File: config.mk
export PLATFORM = sky130hd
export DESIGN_NAME = restart_wake_source_status
export DESIGN_NICKNAME = d
export VERILOG_FILES = /design/src/core/restart_wake_pkg.sv /design/src/core/restart_wake_source_status.sv
export SDC_FILE = /design/constraint.sdc
export NUM_CORES = 1
export LEC_CHECK = 0
export BUFFER_PORTS_ARGS = -buffer_cell sky130_fd_sc_hd__buf_4
export CORE_MARGIN = 2
export CORE_UTILIZATION = 30
export CTS_BUF_LIST = sky130_fd_sc_hd__clkbuf_8
export CTS_CLUSTER_SIZE = 40
export DETAILED_ROUTE_END_ITERATION = 12
export GPL_TIMING_DRIVEN = 0
export HOLD_SLACK_MARGIN = 0.08
export SYNTH_ARGS = -nofsm -noshare
export SYNTH_HDL_FRONTEND = slang
export SYNTH_SLANG_ARGS = --single-unit
File: constraint.sdc
create_clock -name pclk -period 2.9 [get_ports pclk]
set_input_delay 0.87 -clock pclk [delete_from_list [all_inputs] [get_ports pclk]]
set_output_delay 0.87 -clock pclk [all_outputs]
set_load 0.01 [all_outputs]
File: src/core/restart_wake_pkg.sv
// constants, layouts and types for the restart and wake source status bank
package restart_wake_pkg;

	// ==================================================
	// register offsets (byte addresses on the register bus)
	localparam int unsigned ADDR_W      = 8;
	localparam logic [7:0]  OFF_SUPPLY  = 8'h00;
	localparam logic [7:0]  OFF_WAKE    = 8'h04;
	localparam logic [7:0]  OFF_THERM   = 8'h08;
	localparam logic [7:0]  OFF_DEVICE  = 8'h0C;
	localparam logic [7:0]  OFF_SUMMARY = 8'h10;
	localparam logic [7:0]  OFF_CTRL    = 8'h14;

	// ==================================================
	// field positions
	localparam int unsigned SUP_POR       = 7;
	localparam int unsigned SUP_SR_OT     = 5;
	localparam int unsigned SUP_SR_UV     = 4;
	localparam int unsigned SUP_SHORT     = 3;
	localparam int unsigned SUP_MR_UV     = 1;
	localparam int unsigned WAKE_BUS      = 7;
	localparam int unsigned WAKE_TIMER    = 6;
	localparam int unsigned WAKE_PIN      = 4;
	localparam int unsigned TH_SAFE       = 7;
	localparam int unsigned TH_HIGH       = 6;
	localparam int unsigned TH_LOW        = 5;
	localparam int unsigned TH_PREWARN    = 4;
	localparam int unsigned DEV_PRIOR_LSB = 6;
	localparam int unsigned DEV_WD_LSB    = 2;
	localparam int unsigned DEV_SPI       = 1;
	localparam int unsigned DEV_FO        = 0;
	localparam int unsigned CTRL_CFG_LSB  = 0;
	localparam int unsigned CTRL_WEN_LSB  = 4;

	// ==================================================
	// implemented bits and reset values
	localparam logic [7:0] SUPPLY_MASK = 8'hBA;
	localparam logic [7:0] WAKE_MASK   = 8'hD0;
	localparam logic [7:0] THERM_MASK  = 8'hF0;
	localparam logic [7:0] CTRL_MASK   = 8'h73;
	localparam logic [7:0] SUPPLY_RST  = 8'h80;
	localparam logic [7:0] FLAGS_RST   = 8'h00;
	localparam logic [7:0] CTRL_RST    = 8'h00;

	// ==================================================
	// encodings
	localparam logic [1:0] CFG_1       = 2'h0;
	localparam logic [1:0] CFG_2       = 2'h1;
	localparam logic [1:0] PRIOR_CLEAR = 2'h0;
	localparam logic [1:0] PRIOR_FAIL  = 2'h1;
	localparam logic [1:0] PRIOR_SLEEP = 2'h2;
	localparam logic [1:0] WD_NONE     = 2'h0;
	localparam logic [1:0] WD_ONE      = 2'h1;
	localparam logic [1:0] WD_TWO      = 2'h2;
	localparam logic [1:0] WD_NEVER    = 2'h3;

	// ==================================================
	// timing
	localparam int unsigned CLK_PERIOD_NS    = 10;
	localparam int unsigned MS_NS            = 1000000;
	localparam int unsigned MS_CYCLES        = MS_NS / CLK_PERIOD_NS;
	localparam int unsigned SHORT_TIME_MS    = 2;
	localparam int unsigned SAFE_WAIT_S      = 60;
	localparam int unsigned SAFE_WAIT_MS     = SAFE_WAIT_S * 1000;
	localparam int unsigned NORM_WAIT_MS     = 1000;
	localparam int unsigned SAFE_EVENT_COUNT = 16;
	localparam int unsigned MS_CNT_W         = 17;
	localparam int unsigned WAIT_W           = 16;
	localparam int unsigned TSD_CNT_W        = 5;
	localparam int unsigned SHORT_CNT_W      = 3;
	localparam int unsigned MON_W            = 10;

	// ==================================================
	// types
	typedef struct packed {
		logic bus_wake;
		logic timer_wake;
		logic pin_wake;
		logic therm_low;
		logic therm_high;
		logic prewarn;
		logic second_ot;
		logic second_uv;
		logic main_uv;
		logic main_on;
	} monitor_in_s;

	typedef enum logic [2:0] {
		TH_IDLE = 3'b001,
		TH_SHUT = 3'b010,
		TH_WAIT = 3'b100
	} th_state_e;

endpackage

File: src/core/restart_wake_source_status.sv
// status bank recording restart, wake and failure sources, on APB
//
// Implementation choices: the APB slave port and the address map.
`timescale 1ns/1ps

module restart_wake_source_status #(
	parameter int unsigned MS_CYCLES    = restart_wake_pkg::MS_CYCLES,
	parameter int unsigned SAFE_WAIT_MS = restart_wake_pkg::SAFE_WAIT_MS,
	parameter int unsigned NORM_WAIT_MS = restart_wake_pkg::NORM_WAIT_MS
) (
	// clock and reset
	input  logic                          pclk,
	input  logic                          presetn,
	// apb slave
	input  logic                          psel,
	input  logic                          penable,
	input  logic                          pwrite,
	input  logic [7:0]                    paddr,
	input  logic [31:0]                   pwdata,
	output logic [31:0]                   prdata,
	output logic                          pready,
	output logic                          pslverr,
	// analog monitors, asynchronous levels
	input  restart_wake_pkg::monitor_in_s monitor_in,
	// event pulses from on-chip logic
	input  logic                          wd_fail,
	input  logic                          spi_invalid,
	input  logic                          sleep_req,
	// chip controls and status
	output logic                          reset_out_n,
	output logic                          fail_output,
	output logic                          fail_safe_mode,
	output logic                          module_off,
	output logic                          thermal_hold,
	output logic [3:0]                    status_info
);

	// ==================================================
	// monitor synchronisers
	logic [restart_wake_pkg::MON_W-1:0] mon_meta;
	logic [restart_wake_pkg::MON_W-1:0] mon_sync;
	logic [restart_wake_pkg::MON_W-1:0] mon_prev;
	restart_wake_pkg::monitor_in_s      mon;
	restart_wake_pkg::monitor_in_s      rise;

	genvar gi;
	generate
		for (gi = 0; gi < restart_wake_pkg::MON_W; gi++) begin : g_sync
			always_ff @(posedge pclk or negedge presetn) begin
				if (!presetn) begin
					mon_meta[gi] <= 1'b0;
					mon_sync[gi] <= 1'b0;
					mon_prev[gi] <= 1'b0;
				end else begin
					mon_meta[gi] <= monitor_in[gi];
					mon_sync[gi] <= mon_meta[gi];
					mon_prev[gi] <= mon_sync[gi];
				end
			end
		end
	endgenerate

	assign mon  = restart_wake_pkg::monitor_in_s'(mon_sync);
	assign rise = restart_wake_pkg::monitor_in_s'(mon_sync & ~mon_prev);

	// ==================================================
	// millisecond tick
	localparam logic [restart_wake_pkg::MS_CNT_W-1:0] MS_LAST =
		restart_wake_pkg::MS_CNT_W'(MS_CYCLES - 1);
	logic [restart_wake_pkg::MS_CNT_W-1:0] ms_cnt_reg;
	logic                                  ms_tick_reg;

	always_ff @(posedge pclk or negedge presetn) begin
		if (!presetn) begin
			ms_cnt_reg  <= '0;
			ms_tick_reg <= 1'b0;
		end else begin
			ms_tick_reg <= (ms_cnt_reg == MS_LAST);
			if (ms_cnt_reg == MS_LAST) begin
				ms_cnt_reg <= '0;
			end else begin
				ms_cnt_reg <= ms_cnt_reg + 1'b1;
			end
		end
	end

	// ==================================================
	// apb decode
	logic        pready_reg;
	logic        pslverr_reg;
	logic [31:0] prdata_reg;
	logic        access;
	logic        wr_en;
	logic        addr_hit;
	logic        wr_supply;
	logic        wr_wake;
	logic        wr_therm;
	logic        wr_device;
	logic        wr_ctrl;
	logic [7:0]  wdata;

	assign access    = psel & penable & ~pready_reg;
	// a write lands on the edge that completes the transfer
	assign wr_en     = psel & penable & pwrite & pready_reg;
	assign wdata     = pwdata[7:0];
	assign addr_hit  = (paddr == restart_wake_pkg::OFF_SUPPLY) |
	                   (paddr == restart_wake_pkg::OFF_WAKE) |
	                   (paddr == restart_wake_pkg::OFF_THERM) |
	                   (paddr == restart_wake_pkg::OFF_DEVICE) |
	                   (paddr == restart_wake_pkg::OFF_SUMMARY) |
	                   (paddr == restart_wake_pkg::OFF_CTRL);
	assign wr_supply = wr_en & (paddr == restart_wake_pkg::OFF_SUPPLY);
	assign wr_wake   = wr_en & (paddr == restart_wake_pkg::OFF_WAKE);
	assign wr_therm  = wr_en & (paddr == restart_wake_pkg::OFF_THERM);
	assign wr_device = wr_en & (paddr == restart_wake_pkg::OFF_DEVICE);
	assign wr_ctrl   = wr_en & (paddr == restart_wake_pkg::OFF_CTRL);

	// ==================================================
	// control register
	logic [7:0] ctrl_reg;
	logic [1:0] wd_cfg;
	logic [2:0] wake_en;

	always_ff @(posedge pclk or negedge presetn) begin
		if (!presetn) begin
			ctrl_reg <= restart_wake_pkg::CTRL_RST;
		end else if (wr_ctrl) begin
			ctrl_reg <= wdata & restart_wake_pkg::CTRL_MASK;
		end
	end

	assign wd_cfg  = ctrl_reg[restart_wake_pkg::CTRL_CFG_LSB +: 2];
	assign wake_en = ctrl_reg[restart_wake_pkg::CTRL_WEN_LSB +: 3];

	// ==================================================
	// main rail short detection, counted in ms ticks
	localparam logic [restart_wake_pkg::SHORT_CNT_W-1:0] SHORT_MS =
		restart_wake_pkg::SHORT_CNT_W'(restart_wake_pkg::SHORT_TIME_MS);
	logic [restart_wake_pkg::SHORT_CNT_W-1:0] short_cnt_reg;
	logic                                     short_set;

	// third tick with the rail still low proves more than 2 ms
	assign short_set = mon.main_on & mon.main_uv & ms_tick_reg &
	                   (short_cnt_reg == SHORT_MS);

	always_ff @(posedge pclk or negedge presetn) begin
		if (!presetn) begin
			short_cnt_reg <= '0;
		end else if (!(mon.main_on & mon.main_uv)) begin
			short_cnt_reg <= '0;
		end else if (ms_tick_reg && short_cnt_reg <= SHORT_MS) begin
			short_cnt_reg <= short_cnt_reg + 1'b1;
		end
	end

	// ==================================================
	// high-level thermal shutdown sequencing
	localparam logic [restart_wake_pkg::TSD_CNT_W-1:0] SAFE_CNT =
		restart_wake_pkg::TSD_CNT_W'(restart_wake_pkg::SAFE_EVENT_COUNT);
	localparam logic [restart_wake_pkg::WAIT_W-1:0] WAIT_SAFE =
		restart_wake_pkg::WAIT_W'(SAFE_WAIT_MS);
	localparam logic [restart_wake_pkg::WAIT_W-1:0] WAIT_NORM =
		restart_wake_pkg::WAIT_W'(NORM_WAIT_MS);
	restart_wake_pkg::th_state_e             th_state_reg;
	logic [restart_wake_pkg::TSD_CNT_W-1:0]  tsd_cnt_reg;
	logic [restart_wake_pkg::WAIT_W-1:0]     wait_cnt_reg;
	logic [7:0]                              therm_reg;
	logic                                    safe_set;
	logic                                    tsd_cnt_clr;

	assign safe_set    = rise.therm_high & (tsd_cnt_reg == SAFE_CNT);
	assign tsd_cnt_clr = wr_therm & wdata[restart_wake_pkg::TH_HIGH];

	always_ff @(posedge pclk or negedge presetn) begin
		if (!presetn) begin
			tsd_cnt_reg <= '0;
		end else if (rise.therm_high) begin
			if (tsd_cnt_reg <= SAFE_CNT) begin
				tsd_cnt_reg <= tsd_cnt_reg + 1'b1;
			end
		end else if (tsd_cnt_clr) begin
			tsd_cnt_reg <= '0;
		end
	end

	always_ff @(posedge pclk or negedge presetn) begin
		if (!presetn) begin
			th_state_reg <= restart_wake_pkg::TH_IDLE;
			wait_cnt_reg <= '0;
		end else begin
			unique case (th_state_reg)
				restart_wake_pkg::TH_IDLE: begin
					if (rise.therm_high) begin
						th_state_reg <= restart_wake_pkg::TH_SHUT;
					end
				end
				restart_wake_pkg::TH_SHUT: begin
					if (!mon.therm_high) begin
						th_state_reg <= restart_wake_pkg::TH_WAIT;
						wait_cnt_reg <= therm_reg[restart_wake_pkg::TH_SAFE] ?
						                WAIT_SAFE : WAIT_NORM;
					end
				end
				restart_wake_pkg::TH_WAIT: begin
					if (rise.therm_high) begin
						th_state_reg <= restart_wake_pkg::TH_SHUT;
					end else if (wait_cnt_reg == '0) begin
						th_state_reg <= restart_wake_pkg::TH_IDLE;
					end else if (ms_tick_reg) begin
						wait_cnt_reg <= wait_cnt_reg - 1'b1;
					end
				end
				default: begin
					th_state_reg <= restart_wake_pkg::TH_IDLE;
				end
			endcase
		end
	end

	// ==================================================
	// watchdog failure counter
	logic [1:0] wd_cnt_reg;
	logic [1:0] wd_limit;
	logic       wd_reach;

	assign wd_limit = (wd_cfg == restart_wake_pkg::CFG_2) ?
	                  restart_wake_pkg::WD_ONE : restart_wake_pkg::WD_TWO;
	assign wd_reach = wd_fail & (wd_cnt_reg == wd_limit - 2'h1);

	always_ff @(posedge pclk or negedge presetn) begin
		if (!presetn) begin
			wd_cnt_reg <= restart_wake_pkg::WD_NONE;
		end else if (wd_fail && wd_cnt_reg < wd_limit) begin
			wd_cnt_reg <= wd_cnt_reg + 2'h1;
		end else if (wr_device && wdata[restart_wake_pkg::DEV_WD_LSB +: 2] != 2'h0) begin
			wd_cnt_reg <= restart_wake_pkg::WD_NONE;
		end
	end

	// ==================================================
	// fail-safe mode and prior state
	logic       any_wake;
	logic       fail_evt;
	logic [1:0] prior_reg;
	logic       fail_safe_reg;

	assign any_wake = rise.bus_wake | rise.timer_wake | rise.pin_wake;
	assign fail_evt = wd_fail | rise.therm_high | rise.main_uv |
	                  (sleep_req & (wake_en == 3'h0)) |
	                  (any_wake & fail_safe_reg);

	always_ff @(posedge pclk or negedge presetn) begin
		if (!presetn) begin
			fail_safe_reg <= 1'b0;
		end else if (rise.therm_high) begin
			fail_safe_reg <= 1'b1;
		end else if (any_wake && th_state_reg == restart_wake_pkg::TH_IDLE) begin
			fail_safe_reg <= 1'b0;
		end
	end

	always_ff @(posedge pclk or negedge presetn) begin
		if (!presetn) begin
			prior_reg <= restart_wake_pkg::PRIOR_CLEAR;
		end else if (fail_evt) begin
			prior_reg <= restart_wake_pkg::PRIOR_FAIL;
		end else if (sleep_req) begin
			prior_reg <= restart_wake_pkg::PRIOR_SLEEP;
		end else if (wr_device && wdata[restart_wake_pkg::DEV_PRIOR_LSB +: 2] != 2'h0) begin
			prior_reg <= restart_wake_pkg::PRIOR_CLEAR;
		end
	end

	// ==================================================
	// sticky flags, set wins over a clear in the same cycle
	logic [7:0] supply_reg;
	logic [7:0] wake_reg;
	logic [1:0] dev_flag_reg;
	logic [7:0] supply_set;
	logic [7:0] wake_set;
	logic [7:0] therm_set;
	logic [1:0] dev_set;
	logic       fo_set;

	assign fo_set = wd_reach | rise.therm_high;

	always_comb begin
		supply_set = 8'h00;
		supply_set[restart_wake_pkg::SUP_SR_OT] = rise.second_ot;
		supply_set[restart_wake_pkg::SUP_SR_UV] = rise.second_uv;
		supply_set[restart_wake_pkg::SUP_SHORT] = short_set;
		supply_set[restart_wake_pkg::SUP_MR_UV] = rise.main_uv;
		wake_set = 8'h00;
		wake_set[restart_wake_pkg::WAKE_BUS]   = rise.bus_wake;
		wake_set[restart_wake_pkg::WAKE_TIMER] = rise.timer_wake;
		wake_set[restart_wake_pkg::WAKE_PIN]   = rise.pin_wake;
		therm_set = 8'h00;
		therm_set[restart_wake_pkg::TH_SAFE]    = safe_set;
		therm_set[restart_wake_pkg::TH_HIGH]    = rise.therm_high;
		therm_set[restart_wake_pkg::TH_LOW]     = rise.therm_low;
		therm_set[restart_wake_pkg::TH_PREWARN] = rise.prewarn;
		dev_set = {spi_invalid, fo_set};
	end

	always_ff @(posedge pclk or negedge presetn) begin
		if (!presetn) begin
			supply_reg <= restart_wake_pkg::SUPPLY_RST;
		end else begin
			supply_reg <= ((supply_reg & ~({8{wr_supply}} & wdata)) |
			              supply_set) & restart_wake_pkg::SUPPLY_MASK;
		end
	end

	always_ff @(posedge pclk or negedge presetn) begin
		if (!presetn) begin
			wake_reg <= restart_wake_pkg::FLAGS_RST;
		end else begin
			wake_reg <= ((wake_reg & ~({8{wr_wake}} & wdata)) | wake_set) &
			            restart_wake_pkg::WAKE_MASK;
		end
	end

	always_ff @(posedge pclk or negedge presetn) begin
		if (!presetn) begin
			therm_reg <= restart_wake_pkg::FLAGS_RST;
		end else begin
			therm_reg <= ((therm_reg & ~({8{wr_therm}} & wdata)) | therm_set) &
			             restart_wake_pkg::THERM_MASK;
		end
	end

	always_ff @(posedge pclk or negedge presetn) begin
		if (!presetn) begin
			dev_flag_reg <= 2'h0;
		end else begin
			dev_flag_reg <= (dev_flag_reg & ~({2{wr_device}} & wdata[1:0])) |
			                dev_set;
		end
	end

	// ==================================================
	// read view and chip outputs
	logic [7:0] device_view;
	logic [3:0] summary;
	logic [7:0] rd_sel;
	logic       reset_n_reg;
	logic       fail_out_reg;
	logic       module_off_reg;
	logic       hold_reg;
	logic [3:0] info_reg;

	assign device_view = {prior_reg, 2'b00, wd_cnt_reg, dev_flag_reg};
	assign summary = {|device_view, |therm_reg, |wake_reg, |supply_reg};

	always_comb begin
		unique case (paddr)
			restart_wake_pkg::OFF_SUPPLY:  rd_sel = supply_reg;
			restart_wake_pkg::OFF_WAKE:    rd_sel = wake_reg;
			restart_wake_pkg::OFF_THERM:   rd_sel = therm_reg;
			restart_wake_pkg::OFF_DEVICE:  rd_sel = device_view;
			restart_wake_pkg::OFF_SUMMARY: rd_sel = {4'h0, summary};
			restart_wake_pkg::OFF_CTRL:    rd_sel = ctrl_reg;
			default:                       rd_sel = 8'h00;
		endcase
	end

	always_ff @(posedge pclk or negedge presetn) begin
		if (!presetn) begin
			pready_reg  <= 1'b0;
			pslverr_reg <= 1'b0;
			prdata_reg  <= 32'h0000_0000;
		end else begin
			pready_reg  <= access;
			pslverr_reg <= access & ~addr_hit;
			if (access && !pwrite) begin
				prdata_reg <= {24'h00_0000, rd_sel};
			end
		end
	end

	always_ff @(posedge pclk or negedge presetn) begin
		if (!presetn) begin
			reset_n_reg    <= 1'b0;
			fail_out_reg   <= 1'b0;
			module_off_reg <= 1'b0;
			hold_reg       <= 1'b0;
			info_reg       <= 4'h0;
		end else begin
			reset_n_reg    <= ~mon.main_uv;
			module_off_reg <= mon.therm_low;
			hold_reg       <= (th_state_reg != restart_wake_pkg::TH_IDLE);
			info_reg       <= summary;
			if (fo_set) begin
				fail_out_reg <= 1'b1;
			end else if (wr_device && wdata[restart_wake_pkg::DEV_FO]) begin
				fail_out_reg <= 1'b0;
			end
		end
	end

	assign prdata         = prdata_reg;
	assign pready         = pready_reg;
	assign pslverr        = pslverr_reg;
	assign reset_out_n    = reset_n_reg;
	assign fail_output    = fail_out_reg;
	assign fail_safe_mode = fail_safe_reg;
	assign module_off     = module_off_reg;
	assign thermal_hold   = hold_reg;
	assign status_info    = info_reg;
endmodule

Word-level counts from Yosys, hierarchy flattened
Index checks and enable logic that the tools add are counted.
{ "totals": {"register_bits": 116, "inputBits": 58, "out_inout_bits": 43, "wordCells": 187} }
{ "classes": {"n_addsub": 6, "order_cmp": 3, "n_eq_ne": 22, "n_mux": 28, "bitwise": 51, "n_reduce_logical": 26} }
{ "ops": {"columns": ["operator", "n"], "rows": [
  ["two-way mux 16 bit", 5],
  ["bitwise AND 8 bit", 6],
  ["case mux 8 bit (6 select lines)", 1],
  ["case mux 16 bit (2 select lines)", 1],
  ["inverter 8 bit", 3],
  ["bitwise AND 1 bit", 18],
  ["two-way mux 3 bit", 6],
  ["adder 17 x 1 -> 17 bit (second input constant)", 1],
  ["equality test 17 bit (second input constant)", 1],
  ["two-way mux 17 bit", 1],
  ["equality test 8 x 4 -> 1 bit (second input constant)", 2],
  ["equality test 8 x 5 -> 1 bit (second input constant)", 2],
  ["logical NOT 16 bit", 1],
  ["bitwise OR 8 bit", 2],
  ["subtractor 16 x 1 -> 16 bit (second input constant)", 1],
  ["two-way mux 5 bit", 3],
  ["nonzero test 2 bit", 7],
  ["two-way mux 2 bit", 6],
  ["bitwise OR 1 bit", 12],
  ["bitwise AND 10 bit", 1],
  ["inequality test 2 bit (second input constant)", 5],
  ["inverter 10 bit", 1],
  ["case mux 3 bit (3 select lines)", 1],
  ["equality test 8 x 3 -> 1 bit (second input constant)", 1],
  ["other kinds (34)", 48]
]} }

Longest topological paths before layout
{ "depth": {"word_depth": 8, "mapped_depth": 8, "depth_no_buf": 7} }

Worst setup path before layout
Ideal clock, no wire load.
{ "synth_path": {"path_kind": "input-to-reg", "start": "input paddr[4]", "end": "register prior_reg[0]", "setup_time_ns": 0.120, "t_arrival_ns": 2.425, "required_time_ns": 2.780, "slack_ns": 0.355, "stages": 6, "path_buffers": 2, "cell_sequence": "buf_2 > or4_1 > buf_2 > nor4_2 > o21ai_0 > a31o_2"} }
{ "synth_via": {"elab_chain_cells": 4} }
{ "synth_lines": {"columns": ["item", "line_no", "rtl"], "rows": [
  ["start: declaration", "restart_wake_source_status.sv:18", "input logic [7:0] paddr,"],
  ["equality test 8 x 4 -> 1 bit", "restart_wake_source_status.sv:115", "assign wr_device = wr_en & (paddr == restart_wake_pkg::OFF_DEVICE);"],
  ["bitwise AND 1 bit", "restart_wake_source_status.sv:115", null],
  ["logical AND 1 bit", "restart_wake_source_status.sv:269", "end else if (wr_device && wdata[restart_wake_pkg::DEV_PRIOR_LSB +: 2] != 2'h0) begin"],
  ["nonzero test 3 bit (no source line)", null, null],
  ["end signal: assignment", "restart_wake_source_status.sv:266", "prior_reg <= restart_wake_pkg::PRIOR_FAIL;"],
  ["end signal: assignment", "restart_wake_source_status.sv:268", "prior_reg <= restart_wake_pkg::PRIOR_SLEEP;"],
  ["end signal: assignment", "restart_wake_source_status.sv:270", "prior_reg <= restart_wake_pkg::PRIOR_CLEAR;"],
  ["end: declaration", "restart_wake_source_status.sv:244", "logic [1:0] prior_reg;"]
]} }
Every way passes these cells.
A chain may end at the register's enable or synchronous reset.

Worst setup path after layout
Same ends and word-level chain as after synthesis.

==> impl_metrics.py <==
metrics = {
    "floorplan": {
        "initial_core_util": 0.3052,
        "die-height_um": 136.2,
        "die_w_um": 136.2,
        "die-area_mm2": 0.01855,
        "ioPinCount": 101,
        "core_mm2": 0.01718,
        "placement_rows": 48,
    },
    "timing": {
        "fmax_mhz": 397.7,
        "finalCriticalPeriod_ps": 2514,
        "maxSlewHeadroom": 0.3878,
        "fin_ws_ps": 385.8,
        "finalSetupViolations": 0,
        "clock_skew_ps": 11.40,
        "tightest_slew_ps": 910.7,
        "finalHoldViolations": 0,
        "slew_violations": 0,
        "post-route-period-util": 0.8670,
        "rsz0062_at_grt": "no",
    },
    "critical_path": {
        "path_max_fanout": 10,
        "crit_chain": "buf_2 > or4_1 > buf_2 > nor4_2 > o21ai_0 > a31o_2",
        "critPathLaunchType": "input pin",
        "crit_slowest_cell": "or4_1",
        "worstPathRequired_ps": 3230,
        "crit_top_cell": "buf_2",
        "crit_type": "in -> reg",
        "max_stage_delay_ps": 520,
        "crit_path_end_kind": "flop",
        "worstPathArrival_ps": 2840,
    },
    "placed_design": {
        "placed_cells": 794,
        "dp_hpwl_um": 8317,
        "post-place-ws_ps": -2.376,
        "gp_congestion": 0.8353,
        "portBuffers": 49,
    },
    "yosys": {
        "avgSynthCellArea_um2": 10.55,
        "ys.warnings.count": 0,
        "synth_cell_types": 62,
        "yosysSeqAreaShare": 0.5494,
        "synth_cells": 497,
        "synthFlopType": "dfrtp_1",
        "syn-cell-area_mm2": 0.005243,
        "synth_enable_flop_cells": 0,
        "ys_ff_latch": 115,
        "async_reset_ff_frac": 1.000,
    },
    "layout": {
        "nets": 656,
        "fin_util": 0.3703,
        "multi_input_area_mm2": 0.002121,
        "largest_reg_flops": 17,
        "fill_cells": 1735,
        "layout_commonest_cell": "dfrtp_1",
        "stdcell_count": 826,
        "regArea_mm2": 0.002880,
        "syn2layout_area_growth_pct": 21.34,
        "mostFrequentLayoutCells": "dfrtp_1 (113), buf_4 (73), nand2_1 (50)",
        "num_antenna_cells": 0,
        "drive_gt1_frac": 0.2213,
    },
    "hold_path": {
        "hp-class": "in -> async",
    },
    "clock_network": {
        "htree_levels": 4,
        "path_clk_slew_ps": 80,
        "post-cts-setup-buffer-count": 0,
        "cts_hold_buf": 0,
        "cts_tree": "done",
        "cts_made_buffers": 17,
        "clkLatencyLatePin_ps": 440,
        "cts_buffer_depth": 2,
        "clkSinkCount": 115,
        "cts_resized": 0,
        "root_buffer": "clkbuf_8",
    },
    "route": {
        "ant_nets": 0,
        "via_per_inst": 4.714,
        "wl_um": 11450,
        "via_count": 3894,
        "drt-met1-wl_um": 5120,
        "first_pass_iters": 5,
        "top_layer_used": "met4",
        "drc": 0,
        "routed-wl-met3_um": 686,
        "wl_met2_um": 5473,
        "drtIter0Drc": 235,
        "wl_per_cell_um": 13.86,
    },
    "run_status": {
        "status": "complete, no violations",
    },
    "global_route": {
        "grt_max_degree": 116,
        "grt_pass1_wl_um": 19170,
        "grt_usage": 0.1317,
        "grt_pass1_vias": 3969,
        "grt_overflow": 0,
        "antenna_found_initial": 0,
    },
    "pwr": {
        "p_leak_nw": 2.819,
        "peakVddDrop_mv": 0.2745,
        "p_per_area_mw_per_mm2": 601.4,
        "power_mw": 3.826,
    },
    "flow_run": {
        "max_cap_viol_count": 0,
    },
}
## routing by layer
| metal | vias up | global-route usage |
|---|---|---|
| met1 | 1876 | 0.1642 |
| met4 | 0 | 0.04803 |
| met5 | - | 0 |
| li1 | 1888 | - |
| met3 | 16 | 0.04101 |
| met2 | 114 | 0.2147 |
## final cells by class
cell class,instances,share of cell area
clock inverter,14,0.01849
sequential,115,0.4528
tap,225,0.04426
multi-input combinational,346,0.3334
inverter,22,0.01298
buffer,37,0.03855
timing repair buffer,50,0.06275
clock buffer,17,0.03678
## through the flow
stage | hold slack [ps] | instance area (µm²) | TNS (ps)
2_1_floorplan | 331.2 | 5329 | 0
5_1_grt | 338.9 | 6361 | 0
4_1_cts | 343.7 | 6330 | 0
3_5_place_dp | 334.7 | 5978 | -2.376
3_3_place_gp | 335.6 | 5978 | -66.60
6_report | 334.6 | 6361 | 0
## final timing paths
path	from	endpoint	slack (ps)	depth (start not counted)
min in group pclk	mon_meta[1]	mon[1]	340	0
hold reg to reg	mon_meta[1]	mon[1]	340	0
hold / removal	presetn	prdata[7]	330	1
max in group asynchronous	presetn	supply_reg[7]	1880	2
setup / recovery	paddr[4]	prior_reg[0]	390	6
setup reg to reg	th_state_reg[0]	wait_cnt_reg[4]	400	8
## worst max-delay path, delay by kind of cell
kind | cells | cell delay, ps
compound gates | 2 | 570
buf+inv | 2 | 370
simple gates | 2 | 1040
## cells by family after synthesis
group	after synthesis	synth area share
DFF	115	0.5494
other	1	0.0007153
buffers and inverters	59	0.06253
AOI/OAI and AO/OA	96	0.1243
xor gates and xnor gates	18	0.03007
muxes	8	0.01885
and+or+nand+nor	191	0.1926
adders and majority gates	9	0.02148
## power breakdown
| group | switching (mW) | internal, mW |
|---|---|---|
| Clock | 0.666 | 0.665 |
| Combinational | 0.337 | 0.261 |
| Sequential | 0.150 | 1.75 |
## synthesized netlist by cell type, types with 3 or more instances
library cell  count  area [µm²]
o22ai_1           4       25.02
mux2_2            5       56.30
buf_4            25       187.7
nor4_2            3       37.54
a31o_2            3       26.28
dfrtp_1         113        2828
xnor2_1          12       105.1
xor2_1            6       52.55
a21oi_1          15       75.07
a31oi_1           5       31.28
and2_1            3       18.77
clkbuf_1          7       26.28
nand2_1          50       187.7
nor3_1           15       75.07
a22o_1            9       78.83
or4_1             9       67.56
nor3b_1           3       22.52
inv_1            22       82.58
nor4_1            5       31.28
and3_1            7       43.79
nand4_1           7       43.79
o21ai_0          24       120.1
nand2b_1         10       62.56
nand3b_1          3       22.52
nand3_1          19       95.09
a22oi_1           3       22.52
a211oi_1          3       22.52
nor2_1           36       135.1
buf_2             4       20.02
a21o_1            9       67.56
nor2b_1           9       56.30
ha_1              9       112.6
or3b_2            3       26.28
No activity file was read; power rests on OpenSTA's default activity.
